## src/common/lsi_pkg.sv

```systemverilog
package lsi_pkg;

    // ****************************************************************
    // Clock and time base
    // ****************************************************************
    localparam int unsigned CLK_HZ = 10_000_000;
    localparam int unsigned MS_PER_S = 1000;
    localparam int unsigned TICK_CYC_DEF = CLK_HZ / MS_PER_S;
    localparam int unsigned MSW = 12;

    // Segment periods, blink periods and stretch lengths in ms.
    localparam logic [11:0] SEG_MS_0 = 12'd84;
    localparam logic [11:0] SEG_MS_1 = 12'd170;
    localparam logic [11:0] SEG_MS_2 = 12'd340;
    localparam logic [11:0] SEG_MS_3 = 12'd670;
    localparam logic [11:0] BLK_MS_0 = 12'd42;
    localparam logic [11:0] STR_MS_1 = 12'd42;
    localparam logic [11:0] STR_MS_6 = 12'd1300;
    localparam logic [11:0] STR_MS_7 = 12'd2700;

    // ****************************************************************
    // Register map
    // ****************************************************************
    localparam logic [7:0] OFS_FUNC = 8'h00;
    localparam logic [7:0] OFS_TIME = 8'h04;
    localparam logic [7:0] OFS_POL = 8'h08;
    localparam logic [7:0] OFS_CEN = 8'h0C;
    localparam logic [7:0] OFS_FIB = 8'h10;
    localparam logic [7:0] OFS_STAT = 8'h14;

    localparam logic [31:0] RST_FUNC = 32'h0000_0000;
    localparam logic [31:0] RST_TIME = 32'h0000_0000;
    localparam logic [31:0] RST_POL = 32'h0000_0015;
    localparam logic [31:0] RST_CEN = 32'h0000_0000;
    localparam logic [31:0] RST_FIB = 32'h0000_0000;

    localparam int unsigned F_CODE_LO = 0;
    localparam int unsigned T_ODD_LO = 0;
    localparam int unsigned T_EVEN_LO = 2;
    localparam int unsigned T_ROUTE = 7;
    localparam int unsigned T_BLINK_LO = 8;
    localparam int unsigned T_CPOL = 11;
    localparam int unsigned T_STR_LO = 12;
    localparam int unsigned T_CFORCE = 15;
    localparam int unsigned P_MIX0_LO = 8;
    localparam int unsigned P_MIX1_LO = 12;
    localparam int unsigned FB_FORCE = 16;
    localparam int unsigned FB_POL = 17;

    localparam logic [1:0] CODE_FORCE = 2'h2;
    localparam logic [1:0] CODE_DUAL = 2'h3;
    localparam logic [3:0] MIX_STEPS = 4'h8;

    localparam logic [1:0] RESP_OKAY = 2'h0;
    localparam logic [1:0] RESP_SLVERR = 2'h2;

    // Status vector bit positions.
    localparam int unsigned S_LINK = 0;
    localparam int unsigned S_ACT = 1;
    localparam int unsigned S_TX = 2;
    localparam int unsigned S_RX = 3;
    localparam int unsigned S_FDX = 4;
    localparam int unsigned S_COL = 5;
    localparam int unsigned S_L10 = 6;
    localparam int unsigned S_L100 = 7;
    localparam int unsigned S_L1G = 8;
    localparam int unsigned S_FIB = 9;
    localparam int unsigned S_SPD = 10;

    typedef enum logic [1:0] {
        LMP_OFF,
        LMP_ON,
        LMP_BLINK,
        LMP_HIZ
    } lsi_lamp_t;

endpackage

```

## src/core/lsi_led_ctrl.sv

```systemverilog
`timescale 1ns/1ps
`default_nettype none
module lsi_led_ctrl
    import lsi_pkg::*;
#(
    parameter int unsigned TICK_CYC = TICK_CYC_DEF
) (
    input wire logic sys_clk_i,
    input wire logic rstn_i,
    input wire logic [7:0] s_axi_awaddr,
    input wire logic s_axi_awvalid,
    output logic s_axi_awready,
    input wire logic [31:0] s_axi_wdata,
    input wire logic [3:0] s_axi_wstrb,
    input wire logic s_axi_wvalid,
    output logic s_axi_wready,
    output logic [1:0] s_axi_bresp,
    output logic s_axi_bvalid,
    input wire logic s_axi_bready,
    input wire logic [7:0] s_axi_araddr,
    input wire logic s_axi_arvalid,
    output logic s_axi_arready,
    output logic [31:0] s_axi_rdata,
    output logic [1:0] s_axi_rresp,
    output logic s_axi_rvalid,
    input wire logic s_axi_rready,
    input wire logic link10_i,
    input wire logic link100_i,
    input wire logic link1000_i,
    input wire logic fiber_link_i,
    input wire logic full_duplex_i,
    input wire logic collision_i,
    input wire logic tx_act_i,
    input wire logic rx_act_i,
    input wire logic fiber_media_i,
    input wire logic [31:0] copper_irq_stat_i,
    input wire logic [15:0] fiber_irq_stat_i,
    output logic [2:0] indicator_o,
    output logic [2:0] indicator_oe_o
);

    // ****************************************************************
    // Register slave
    // ****************************************************************
    logic [31:0] func_q, time_q, pol_q, cen_q, fib_q;
    logic bvalid_q, rvalid_q;
    logic [1:0] bresp_q, rresp_q;
    logic [31:0] rdata_q, stat_w;
    logic wr_go, rd_go;

    function automatic logic [31:0] merge(input logic [31:0] old,
                                          input logic [31:0] nw,
                                          input logic [3:0] strb);
        logic [31:0] r;
        r = old;
        for (int b = 0; b < 4; b++) begin
            if (strb[b]) begin
                r[b*8 +: 8] = nw[b*8 +: 8];
            end
        end
        return r;
    endfunction

    function automatic logic known(input logic [7:0] a);
        return a == OFS_FUNC || a == OFS_TIME || a == OFS_POL ||
               a == OFS_CEN || a == OFS_FIB || a == OFS_STAT;
    endfunction

    // Address and data are taken together, so either arrival order works.
    assign wr_go = s_axi_awvalid & s_axi_wvalid & ~bvalid_q;
    assign s_axi_awready = wr_go;
    assign s_axi_wready = wr_go;
    assign rd_go = s_axi_arvalid & ~rvalid_q;
    assign s_axi_arready = rd_go;
    assign s_axi_bvalid = bvalid_q;
    assign s_axi_bresp = bresp_q;
    assign s_axi_rvalid = rvalid_q;
    assign s_axi_rresp = rresp_q;
    assign s_axi_rdata = rdata_q;

    always_ff @(posedge sys_clk_i or negedge rstn_i) begin
        if (!rstn_i) begin
            func_q <= RST_FUNC;
            time_q <= RST_TIME;
            pol_q <= RST_POL;
            cen_q <= RST_CEN;
            fib_q <= RST_FIB;
        end else if (wr_go) begin
            unique case (s_axi_awaddr)
                OFS_FUNC: func_q <= merge(func_q, s_axi_wdata, s_axi_wstrb);
                OFS_TIME: time_q <= merge(time_q, s_axi_wdata, s_axi_wstrb);
                OFS_POL: pol_q <= merge(pol_q, s_axi_wdata, s_axi_wstrb);
                OFS_CEN: cen_q <= merge(cen_q, s_axi_wdata, s_axi_wstrb);
                OFS_FIB: fib_q <= merge(fib_q, s_axi_wdata, s_axi_wstrb);
                default: ;
            endcase
        end
    end

    always_ff @(posedge sys_clk_i or negedge rstn_i) begin
        if (!rstn_i) begin
            bvalid_q <= 1'b0;
            bresp_q <= RESP_OKAY;
        end else if (wr_go) begin
            bvalid_q <= 1'b1;
            bresp_q <= (known(s_axi_awaddr) && s_axi_awaddr != OFS_STAT)
                       ? RESP_OKAY : RESP_SLVERR;
        end else if (s_axi_bready) begin
            bvalid_q <= 1'b0;
        end
    end

    always_ff @(posedge sys_clk_i or negedge rstn_i) begin
        if (!rstn_i) begin
            rvalid_q <= 1'b0;
            rresp_q <= RESP_OKAY;
            rdata_q <= '0;
        end else if (rd_go) begin
            rvalid_q <= 1'b1;
            rresp_q <= known(s_axi_araddr) ? RESP_OKAY : RESP_SLVERR;
            unique case (s_axi_araddr)
                OFS_FUNC: rdata_q <= func_q;
                OFS_TIME: rdata_q <= time_q;
                OFS_POL: rdata_q <= pol_q;
                OFS_CEN: rdata_q <= cen_q;
                OFS_FIB: rdata_q <= fib_q;
                OFS_STAT: rdata_q <= stat_w;
                default: rdata_q <= '0;
            endcase
        end else if (s_axi_rready) begin
            rvalid_q <= 1'b0;
        end
    end

    // ****************************************************************
    // Millisecond time base
    // ****************************************************************
    logic [15:0] div_q;
    logic ms_tick;

    assign ms_tick = (div_q == 16'(TICK_CYC - 1));

    always_ff @(posedge sys_clk_i or negedge rstn_i) begin
        if (!rstn_i) begin
            div_q <= '0;
        end else begin
            div_q <= ms_tick ? '0 : div_q + 16'h0001;
        end
    end

    // ****************************************************************
    // Activity stretching and blink clock
    // ****************************************************************
    // Ranges 2 to 5 end where the four segment periods do, so those are shared.
    function automatic logic [11:0] str_ms(input logic [2:0] c);
        unique case (c)
            3'h0: return '0;
            3'h1: return STR_MS_1;
            3'h2: return SEG_MS_0;
            3'h3: return SEG_MS_1;
            3'h4: return SEG_MS_2;
            3'h5: return SEG_MS_3;
            3'h6: return STR_MS_6;
            3'h7: return STR_MS_7;
        endcase
    endfunction

    logic [1:0] raw_act, act_s;
    logic [11:0] str_len;
    assign raw_act = {rx_act_i, tx_act_i};
    assign str_len = str_ms(time_q[T_STR_LO +: 3]);

    // The hold counts whole ms ticks, so a stretched pulse lasts up to one
    // tick less than the upper end of the chosen range.
    for (genvar g = 0; g < 2; g++) begin : g_str
        logic [11:0] hold_q;
        always_ff @(posedge sys_clk_i or negedge rstn_i) begin
            if (!rstn_i) begin
                hold_q <= '0;
            end else if (raw_act[g]) begin
                hold_q <= str_len;
            end else if (ms_tick && hold_q != '0) begin
                hold_q <= hold_q - 12'h001;
            end
        end
        assign act_s[g] = raw_act[g] | (hold_q != '0);
    end

    function automatic logic [11:0] blink_ms(input logic [2:0] c);
        unique case (c)
            3'h0: return BLK_MS_0;
            3'h1: return SEG_MS_0;
            3'h2: return SEG_MS_1;
            3'h3: return SEG_MS_2;
            default: return SEG_MS_3;
        endcase
    endfunction

    logic [11:0] blk_cnt_q, blk_ms;
    logic blink_q;
    // Reserved blink codes fall back to the slowest rate.
    assign blk_ms = blink_ms(time_q[T_BLINK_LO +: 3]);

    always_ff @(posedge sys_clk_i or negedge rstn_i) begin
        if (!rstn_i) begin
            blk_cnt_q <= '0;
            blink_q <= 1'b0;
        end else if (ms_tick) begin
            if (blk_cnt_q >= blk_ms - 12'h001) begin
                blk_cnt_q <= '0;
                blink_q <= ~blink_q;
            end else begin
                blk_cnt_q <= blk_cnt_q + 12'h001;
            end
        end
    end

    // ****************************************************************
    // Speed blink sequencer
    // ****************************************************************
    function automatic logic [11:0] seg_ms(input logic [1:0] c);
        unique case (c)
            2'h0: return SEG_MS_0;
            2'h1: return SEG_MS_1;
            2'h2: return SEG_MS_2;
            2'h3: return SEG_MS_3;
        endcase
    endfunction

    logic [2:0] seg_q;
    logic [11:0] seg_cnt_q, seg_len;
    logic [1:0] pulses;
    logic spd_on;

    // Index 0 is segment 1, so an odd index is an even segment.
    assign seg_len = seg_q[0] ? seg_ms(time_q[T_EVEN_LO +: 2]) :
                     seg_ms(time_q[T_ODD_LO +: 2]);
    assign pulses = link1000_i ? 2'h3 : link100_i ? 2'h2 :
                    link10_i ? 2'h1 : 2'h0;
    assign spd_on = ~seg_q[0] & (seg_q[2:1] < pulses);

    always_ff @(posedge sys_clk_i or negedge rstn_i) begin
        if (!rstn_i) begin
            seg_q <= '0;
            seg_cnt_q <= '0;
        end else if (ms_tick) begin
            if (seg_cnt_q >= seg_len - 12'h001) begin
                seg_cnt_q <= '0;
                seg_q <= seg_q + 3'h1;
            end else begin
                seg_cnt_q <= seg_cnt_q + 12'h001;
            end
        end
    end

    // ****************************************************************
    // Single mode decode
    // ****************************************************************
    logic [10:0] st;
    always_comb begin
        st = '0;
        st[S_L10] = link10_i;
        st[S_L100] = link100_i;
        st[S_L1G] = link1000_i;
        st[S_LINK] = link10_i | link100_i | link1000_i;
        st[S_TX] = act_s[0];
        st[S_RX] = act_s[1];
        st[S_ACT] = act_s[0] | act_s[1];
        st[S_FDX] = full_duplex_i;
        st[S_COL] = collision_i;
        st[S_FIB] = fiber_link_i;
        st[S_SPD] = spd_on;
    end

    function automatic lsi_lamp_t on_if(input logic c);
        return c ? LMP_ON : LMP_OFF;
    endfunction

    function automatic lsi_lamp_t lamp(input int unsigned pin,
                                       input logic [3:0] c,
                                       input logic [10:0] s);
        lsi_lamp_t blk_act;
        blk_act = s[S_ACT] ? LMP_BLINK : LMP_ON;
        if (c[3:2] == CODE_FORCE) begin
            unique case (c[1:0])
                2'h0: return LMP_OFF;
                2'h1: return LMP_ON;
                2'h2: return LMP_HIZ;
                2'h3: return LMP_BLINK;
            endcase
        end
        if (c[3]) begin
            return LMP_OFF;
        end
        unique case (c[2:0])
            3'h0: return on_if(pin == 1 ? s[S_RX] : s[S_LINK]);
            3'h1: return s[S_LINK] ? blk_act : LMP_OFF;
            3'h2: begin
                if (pin == 2) begin
                    return s[S_FDX] ? (s[S_COL] ? LMP_BLINK : LMP_ON)
                                    : LMP_OFF;
                end
                if (pin == 1) begin
                    return s[S_LINK] ? (s[S_RX] ? LMP_BLINK : LMP_ON)
                                     : LMP_OFF;
                end
                return on_if(s[S_SPD]);
            end
            3'h3: return on_if(s[S_ACT]);
            3'h4: return s[S_ACT] ? LMP_BLINK : LMP_OFF;
            3'h5: return on_if(pin == 1 ? s[S_L100] | s[S_FIB] : s[S_TX]);
            3'h6: begin
                if (pin == 2) begin
                    return on_if(s[S_L10] | s[S_L1G]);
                end
                return on_if(pin == 1 ? s[S_L100] | s[S_L1G] : s[S_LINK]);
            end
            3'h7: begin
                if (pin == 0) begin
                    return on_if(s[S_L1G]);
                end
                return on_if(pin == 1 ? s[S_L100] : s[S_L10]);
            end
        endcase
    endfunction

    // ****************************************************************
    // Dual modes and mixing
    // ****************************************************************
    logic [2:0] pwm_q;
    logic dual;
    logic [1:0] mode;
    logic [1:0] dl_on, dl_mix;
    logic dl_blink;

    always_ff @(posedge sys_clk_i or negedge rstn_i) begin
        if (!rstn_i) begin
            pwm_q <= '0;
        end else begin
            pwm_q <= pwm_q + 3'h1;
        end
    end

    assign dual = func_q[F_CODE_LO + 2 +: 2] == CODE_DUAL;
    assign mode = func_q[F_CODE_LO +: 2];

    // Bit 1 is output 1, bit 0 is output 0.
    always_comb begin
        dl_on = 2'b00;
        dl_mix = 2'b00;
        dl_blink = 1'b0;
        unique case (mode)
            2'h0: dl_mix = 2'b11;
            2'h1: begin
                dl_mix = 2'b11;
                dl_blink = 1'b1;
            end
            default: begin
                dl_blink = st[S_ACT];
                if (link1000_i) begin
                    dl_on = 2'b01;
                end else if (mode == 2'h2 ? link100_i : link10_i) begin
                    dl_mix = 2'b11;
                end else if (mode == 2'h2 ? link10_i : link100_i) begin
                    dl_on = 2'b10;
                end
            end
        endcase
    end

    // ****************************************************************
    // Interrupt and pin drive
    // ****************************************************************
    logic cp_act, fb_act, irq_act, irq_lvl, route;
    assign cp_act = |(copper_irq_stat_i & cen_q) | time_q[T_CFORCE];
    assign fb_act = |(fiber_irq_stat_i & fib_q[15:0]) | fib_q[FB_FORCE];
    assign irq_act = fiber_media_i ? fb_act : cp_act;
    // A polarity bit of one drives the active interrupt low.
    assign irq_lvl = irq_act ^ (fiber_media_i ? fib_q[FB_POL] :
                                time_q[T_CPOL]);
    assign route = time_q[T_ROUTE];

    logic [2:0] lit, hiz;
    for (genvar p = 0; p < 3; p++) begin : g_pin
        lsi_lamp_t l;
        logic [1:0] pol;
        logic [3:0] mix;
        assign l = lamp(p, func_q[p*4 +: 4], st);
        assign pol = pol_q[p*2 +: 2];
        assign mix = (p == 1) ? pol_q[P_MIX1_LO +: 4] : pol_q[P_MIX0_LO +: 4];
        always_comb begin
            hiz[p] = 1'b0;
            if (p < 2 && dual) begin
                lit[p] = (dl_on[p] | (dl_mix[p] & ({1'b0, pwm_q} < mix)))
                         & (~dl_blink | blink_q);
            end else begin
                lit[p] = (l == LMP_ON) | ((l == LMP_BLINK) & blink_q);
                hiz[p] = (l == LMP_HIZ);
            end
        end
        always_ff @(posedge sys_clk_i or negedge rstn_i) begin
            if (!rstn_i) begin
                indicator_o[p] <= 1'b0;
                indicator_oe_o[p] <= 1'b0;
            end else if (p == 2 && route) begin
                indicator_o[p] <= irq_lvl;
                indicator_oe_o[p] <= 1'b1;
            end else begin
                indicator_o[p] <= lit[p] ? pol[0] : ~pol[0];
                indicator_oe_o[p] <= lit[p] | ~(hiz[p] | pol[1]);
            end
        end
    end

    assign stat_w = {22'h0, act_s, irq_act, seg_q, lit, spd_on};

    // ****************************************************************
    // Checks
    // ****************************************************************
    property p_route;
        @(posedge sys_clk_i) disable iff (!rstn_i)
        route && !fiber_media_i |=>
            indicator_o[2] == ($past(cp_act) ^ $past(time_q[T_CPOL]));
    endproperty
    a_route: assert property (p_route)
        else $error("output 2 does not carry the interrupt");

    property p_lowact;
        @(posedge sys_clk_i) disable iff (!rstn_i)
        route && !fiber_media_i && time_q[T_CPOL] && time_q[T_CFORCE]
            |=> !indicator_o[2] && indicator_oe_o[2];
    endproperty
    a_lowact: assert property (p_lowact)
        else $error("active low interrupt not driven low");

    property p_hiz;
        @(posedge sys_clk_i) disable iff (!rstn_i)
        !route && func_q[11:8] == 4'hA |=> !indicator_oe_o[2];
    endproperty
    a_hiz: assert property (p_hiz)
        else $error("forced high-impedance output is driven");

    property p_foff;
        @(posedge sys_clk_i) disable iff (!rstn_i)
        !route && func_q[11:8] == 4'h8 && pol_q[5:4] == 2'h1
            |=> indicator_oe_o[2] && !indicator_o[2];
    endproperty
    a_foff: assert property (p_foff)
        else $error("forced off output not at off level");

    property p_gap;
        @(posedge sys_clk_i) disable iff (!rstn_i)
        seg_q[0] || seg_q[2:1] == 2'h3 |-> !spd_on;
    endproperty
    a_gap: assert property (p_gap)
        else $error("speed pulse outside segments 1, 3, 5");

    property p_nolink;
        @(posedge sys_clk_i) disable iff (!rstn_i)
        !(link10_i | link100_i | link1000_i) |-> !spd_on;
    endproperty
    a_nolink: assert property (p_nolink)
        else $error("speed pulse without link");

    property p_seglen;
        @(posedge sys_clk_i) disable iff (!rstn_i)
        $changed(seg_q) |-> $past(seg_cnt_q) >= $past(seg_len) - 12'h001;
    endproperty
    a_seglen: assert property (p_seglen)
        else $error("segment ended early");

    property p_act;
        @(posedge sys_clk_i) disable iff (!rstn_i)
        tx_act_i || rx_act_i |-> st[S_ACT] ##1 (st[S_ACT] ||
            time_q[T_STR_LO +: 3] == 3'h0);
    endproperty
    a_act: assert property (p_act)
        else $error("activity not shown or not stretched");

    property p_offz;
        @(posedge sys_clk_i) disable iff (!rstn_i)
        !lit[0] && pol_q[1] |=> !indicator_oe_o[0];
    endproperty
    a_offz: assert property (p_offz)
        else $error("off state not released");

endmodule
`default_nettype wire

```

## config.mk

```make
export PLATFORM = sky130hd
export DESIGN_NAME = lsi_led_ctrl
export DESIGN_NICKNAME = d
export VERILOG_FILES = /design/src/common/lsi_pkg.sv /design/src/core/lsi_led_ctrl.sv
export SDC_FILE = /design/constraint.sdc
export NUM_CORES = 1
export LEC_CHECK = 0
export BUFFER_PORTS_ARGS = -buffer_cell sky130_fd_sc_hd__buf_2
export CAP_MARGIN = 20
export CORE_UTILIZATION = 64
export CTS_CLUSTER_DIAMETER = 30
export CTS_CLUSTER_SIZE = 40
export DETAILED_ROUTE_END_ITERATION = 7
export GPL_TIMING_DRIVEN = 0
export PLACE_DENSITY = 0.84
export SYNTH_ARGS = -nofsm -noshare
export SYNTH_HDL_FRONTEND = slang
export SYNTH_SLANG_ARGS = --single-unit
```

## constraint.sdc

```tcl
create_clock -name sys_clk_i -period 9.55 [get_ports sys_clk_i]
set_clock_uncertainty 0.2 [all_clocks]
set_input_delay 0.955 -clock sys_clk_i [delete_from_list [all_inputs] [get_ports sys_clk_i]]
set_output_delay 0.955 -clock sys_clk_i [all_outputs]
set_load 0.005 [all_outputs]
```

# Word level (Yosys, flattened, before mapping)
# Memories as Yosys holds them, arrays and structs flattened.
# Index checks and enable logic that the tools add are counted.
word_totals:
  memories: 1
  out_inout_bits: 47
  wordCells: 329
  in_bits: 116
  rom_bits: 88
  regBits: 275
op_classes:
  n_eq_ne: 64
  order_cmp: 5
  reduce_logical: 59
  n_bitwise: 47
  n_mux: 105
  addsub: 9
memory_table:
  columns: ["memory", "depth", "word_bits", "rd", "rd_clocked_by_memory_dff", "write_ports", "line", "text"]
  rows:
  - ["(name not given)", 8, 11, 1, 0, 0, "lsi_led_ctrl.sv:156", "unique case (c)"]
op_table:
  columns: ["operator", "count"]
  rows:
  - ["$pmux W32 S6", 1]
  - ["$pmux W12 S4", 2]
  - ["$mux W12", 7]
  - ["$mux W2", 32]
  - ["$reduce_and A3 Y1", 20]
  - ["$mux W1", 54]
  - ["$sub A12 B1 Y12 const B", 4]
  - ["$eq A2 B2 Y1 const B", 20]
  - ["$pmux W10 S4", 1]
  - ["$eq A3 B3 Y1 const B", 12]
  - ["$and A32 B32 Y32", 1]
  - ["$eq A8 B4 Y1 const B", 4]
  - ["$eq A8 B5 Y1 const B", 4]
  - ["$pmux W2 S8", 2]
  - ["$reduce_or A32 Y1", 1]
  - ["$add A12 B1 Y12 const B", 2]
  - ["$eq A3 B2 Y1 const B", 8]
  - ["$ge A12 B12 Y1", 2]
  - ["$pmux W2 S4", 3]
  - ["$reduce_bool A12 Y1", 2]
  - ["$or A1 B1 Y1", 22]
  - ["$add A16 B1 Y16 const B", 1]
  - ["$and A16 B16 Y16", 1]
  - ["$eq A16 B14 Y1 const B", 1]
  - ["other kinds (23)", 82]

# Logic depth before layout (Yosys ltp)
logic_depth:
  depth_word: 16
  ltp_mapped: 15
  mapped_depth_nobuf: 13

# Worst setup path before layout
# No wires, ideal clock.
synth_path:
  path_type: "input to register"
  start: "input port rx_act_i"
  end: "register indicator_o[1]"
  path_stages: 7
  setup_time_ps: 80
  path_slack_ps: 6187
  arrival_ps: 3083
  n_path_buf: 0
  required_ps: 9270
  path_cell_list: "or4b_2 or4_4 nor3_1 a211oi_1 or4b_4 nand3_2 xnor2_1"
synth_between:
  elab_chain_cells: 12
  elab_cells_between_ends: 23
  cone_classes: "eq/ne: 2; mux: 14; bitwise: 7"
synth_lines:
  columns: ["item", "line", "text"]
  rows:
  - ["from (decl)", "lsi_led_ctrl.sv:34", "input wire logic rx_act_i,"]
  - ["$or A1 B1 Y1 *", "lsi_led_ctrl.sv:186", "assign act_s[g] = raw_act[g] | (hold_q != '0);"]
  - ["$mux W2 or $or A1 B1 Y1 (tied branches)", "lsi_led_ctrl.sv:304, lsi_led_ctrl.sv:268", null]
  - ["$mux W2 (on tied branches)", "lsi_led_ctrl.sv:304, lsi_led_ctrl.sv:283", null]
  - ["$mux W2 (on tied branches)", "lsi_led_ctrl.sv:307, lsi_led_ctrl.sv:297", null]
  - ["$pmux W2 S8", "lsi_led_ctrl.sv:295", "unique case (c[2:0])"]
  - ["$mux W2", "lsi_led_ctrl.sv:295", null]
  - ["$mux W2", "lsi_led_ctrl.sv:292", "if (c[3]) begin"]
  - ["$eq A2 B2 Y1", "lsi_led_ctrl.sv:397", "lit[p] = (l == LMP_ON) | ((l == LMP_BLINK) & blink_q);"]
  - ["$and A1 B1 Y1", "lsi_led_ctrl.sv:397", null]
  - ["$or A1 B1 Y1", "lsi_led_ctrl.sv:397", null]
  - ["$mux W1 *", "lsi_led_ctrl.sv:393", "if (p < 2 && dual) begin"]
  - ["$mux W1 *", "lsi_led_ctrl.sv:409", "indicator_o[p] <= lit[p] ? pol[0] : ~pol[0];"]
  - ["to (signal, indexed assignment)", "lsi_led_ctrl.sv:406", "indicator_o[p] <= irq_lvl;"]
  - ["to (signal, indexed assignment)", "lsi_led_ctrl.sv:409", null]
  - ["to (decl)", "lsi_led_ctrl.sv:38", "output logic [2:0] indicator_o,"]
# Every way passes the cells marked *; elsewhere a longest branch is shown, timed or not.
# A chain may end at the register's enable or synchronous reset.

# Worst setup path after layout
layout_path:
  start: "register seg_q[0]"
  end: "register seg_q[1]"
layout_between:
  elab_chain_cells: 4
  elab_cells_between_ends: 5
  cone_classes: "add/sub: 2; order compare: 1; mux: 1; reduce/logical: 1"
layout_lines:
  columns: ["item", "line", "text"]
  rows:
  - ["from (decl)", "lsi_led_ctrl.sv:230", "logic [2:0] seg_q;"]
  - ["from (signal assigned)", "lsi_led_ctrl.sv:249", "seg_q <= seg_q + 3'h1;"]
  - ["$mux W12", "lsi_led_ctrl.sv:236", "assign seg_len = seg_q[0] ? seg_ms(time_q[T_EVEN_LO +: 2]) :"]
  - ["$sub A12 B1 Y12", "lsi_led_ctrl.sv:247", "if (seg_cnt_q >= seg_len - 12'h001) begin"]
  - ["$ge A12 B12 Y1", "lsi_led_ctrl.sv:247", null]
  - ["$reduce_and A2 Y1 (no source line)", null, null]
# Several ways; a longest one is shown, not always the timed one.

==> impl_metrics.toml <==
[synthesis]
synthAdderAreaFrac_pct = 5.09
synthTopCellsByCount = "dfrtp_1, mux2_2, o21ai_0"
yosys.area_share.simple_pct = 13.0
yosys_warnings = 0
synthArstFlopShare_pct = 100
synthMuxAreaShare_pct = 15.1
seq_area_frac_synth_pct = 48.0
ys_ff_latch = 273
synth_edf_count = 0
synthCells = 1344
synth_top_family_by_area = "multiplexers"
synth_compound_area_share_pct = 14.2
synthMostInstantiatedCell = "dfrtp_1"
syn-cell-area_um2 = 14200
synth-xor-area-share_pct = 2.15
synth_top_cell_area_share_pct = 47.4
synth_area_leaders = "dfrtp_1, mux2_2, ha_1, o21ai_0, nand2_1"
synth_flop_cell = "dfrtp_1"
syn_area_per_cell_um2 = 10.6
synth.distinct_cells = 74
synth.largest_area_cell = "dfrtp_1"

[sta]
fmax_mhz = 250
fin_ws_ps = 5540
relSlewSlack_pct = 26.1
hold_violations = 0
timing.setup.tns_ps = 0
finalSetupViolCount = 0
rsz0062_at_grt = "no"
timing.final.crit_share_pct = 42.0
tightestPinTransition_ps = 1100
period_minus_slack_ps = 4010
drv_slew = 0

[route]
ant_nets = 0
wl_per_cell_um = 23.2
vias_per_cell = 6.65
vias = 12600
drc = 0
wl_um = 43900
drtIter0Drc = 1149
firstDrtPassIters = 7

[placement]
port_buffers = 157
hpwlAfterDp_um = 29200
gp_congestion = 0.969
dp_slack_ps = 5520

[cells_and_area]
nNetsFinal = 1737
syn2layout_area_growth_pct = 21.9
drive_gt1_share_pct = 27.1

[clock_tree]
cts_max_level = 2
root_buffer = "clkbuf_16"
ctsResizeCount = 0
cts_sinks = 273
ctsHoldBuffers = 0
clockBufferDepth = 3
clk_latency_ps = 580
cts_buffers = 54
cts.reportedPaths.clkPinSlew_ps = 50
cts_tree = "yes"
cts_setup_buffers = 0

[outcome]
status = "completed"

[worst_setup_path]
r2r_slack_ps = 5540
reg2regPathDepth = 13
critPathMaxStageDelay_ps = 520
critPathKind = "flop to flop"
cp-start-kind = "flop"
cp_data_required_time_ps = 9790
rr_startpoint = "seg_q[0]$_DFFE_PN0P_"
crit_path_top_delay_cell = "o21ai_0"
worst_setup_path_end_kind = "flop"
path_max_fanout = 10
r2r-end = "seg_q[1]$_DFFE_PN0P_"
arrival_ps = 4250
worstPathCellList = "clkbuf_1, nand2b_1, o21ai_0, ha_1, xnor2_1, ha_1, nor2_1, nor2_1, nand2_1, o2111ai_1, and3_1, clkbuf_1, mux2_2"

[floorplan]
start_util_pct = 65.3
io_pins = 163
row_count = 54
die_h_um = 151
dieArea_um2 = 22900
coreArea_um2 = 21800
die_w_um = 151

[grt]
first_global_vias = 12600
gr-total-overflow = 0
track_usage_pct = 38.8
grt_first_pass_wirelength_um = 67200
grt_max_degree = 122
antenna_found_initial = 1

[pwr]
ir_drop_mv = 0.159
power_leakage_nw = 8.19
pwr_density_cell_nw_per_um2 = 191

[run]
max_cap_violations = 0

[hold_path]
hold_class = "input port to async pin"
==> state kept, by name, summed over array words and instances (netlist names), 16 cells and up <==
| name | count |
|---|---|
| g_str.hold_q | 24 |
| cen_q | 32 |
| time_q | 32 |
| s_axi_rdata | 32 |
| func_q | 32 |
| div_q | 16 |
| pol_q | 32 |
| fib_q | 32 |
==> worst max-delay path: cells and delay by family (launching register included) <==
kind	cells	cell delay, ps
xor+xnor	1	90
compound gates	2	910
buf+inv	2	620
mux	1	390
flops	1	370
simple gates	5	690
fa+ha+maj	2	610
==> worst max path at each step <==
stage / cells after the start / endpoint / from / slack (ps)
after floorplan: 7 / indicator_o[1]$_DFF_PN0_ / rx_act_i / 6190
after global placement: 1 / time_q[27]$_DFFE_PN0P_ / rstn_i / 2470
after detailed placement: 8 / indicator_o[1]$_DFF_PN0_ / rx_act_i / 5520
after CTS: 13 / seg_q[1]$_DFFE_PN0P_ / seg_q[0]$_DFFE_PN0P_ / 5540
after global routing: 13 / seg_q[1]$_DFFE_PN0P_ / seg_q[0]$_DFFE_PN0P_ / 5280
final: 13 / seg_q[1]$_DFFE_PN0P_ / seg_q[0]$_DFFE_PN0P_ / 5540
==> layout make-up <==
type / count / area [um^2]
Multi-Input combinational cell: 987 / 7090
Sequential cell: 273 / 6840
Fill cell: 1292 / 4460
Clock buffer: 63 / 1440
Timing Repair Buffer: 159 / 851
Clock inverter: 38 / 453
Tap cell: 280 / 350
Buffer: 55 / 221
Inverter: 33 / 124
Antenna cell: 2 / 5.00
==> logic make-up after synthesis <==
kind of cell	Yosys count
and+or+nand+nor	377
AOI/OAI and AO/OA	316
DFF	273
muxes	195
buffers and inverters	88
adders and majority gates	58
xor gates and xnor gates	35
other	2
==> metal layers <==
layer | track usage [%] | up-vias | share of wire, % | routed length [um]
met4 | 23.8 | 0 | 5.6 | 2470
met1 | 49.9 | 6162 | 38 | 16800
li1 | - | 5402 | - | -
met3 | 7.56 | 209 | 9.4 | 4150
met5 | 0 | - | 0 | 0
met2 | 60.7 | 804 | 47 | 20500
==> report_power, final <==
group	switching, mW	internal, mW	total (mW)
logic	0.115	0.0655	0.180
registers	0.0215	1.18	1.20
clock network	0.669	1.27	1.94
total	0.805	2.52	3.32
==> per-stage QoR <==
step / cells / power, mW / instance area [um^2] / hold WS (ps) / util (%)
global placement: 1785 / 1.38 / 15400 / 240 / 70.6
floorplan: 1348 / 1.29 / 14300 / 225 / -
finish: 1890 / 3.32 / 17400 / 116 / 79.6
detailed placement: 1787 / 1.39 / 15500 / 257 / 70.9
CTS: 1888 / 3.32 / 17400 / 152 / 79.5
global route: 1888 / 3.40 / 17400 / 173 / 79.5
==> cell usage in the layout (no fill, tap or decap), types with 15 or more instances in the layout <==
cell type,Yosys,final
dfrtp_1,270,270
nor2_1,86,86
xor2_1,20,20
inv_1,32,32
xnor2_1,15,15
nand3_1,44,44
clkbuf_16,0,54
o21ai_0,136,136
ha_1,58,58
mux2_2,157,157
nand2_1,122,122
a21oi_1,40,40
a221oi_1,29,29
buf_2,3,159
a22oi_1,18,18
clkbuf_1,45,49
mux2i_1,38,38
nor3_1,24,24
Power figures use the tool's default switching activity.
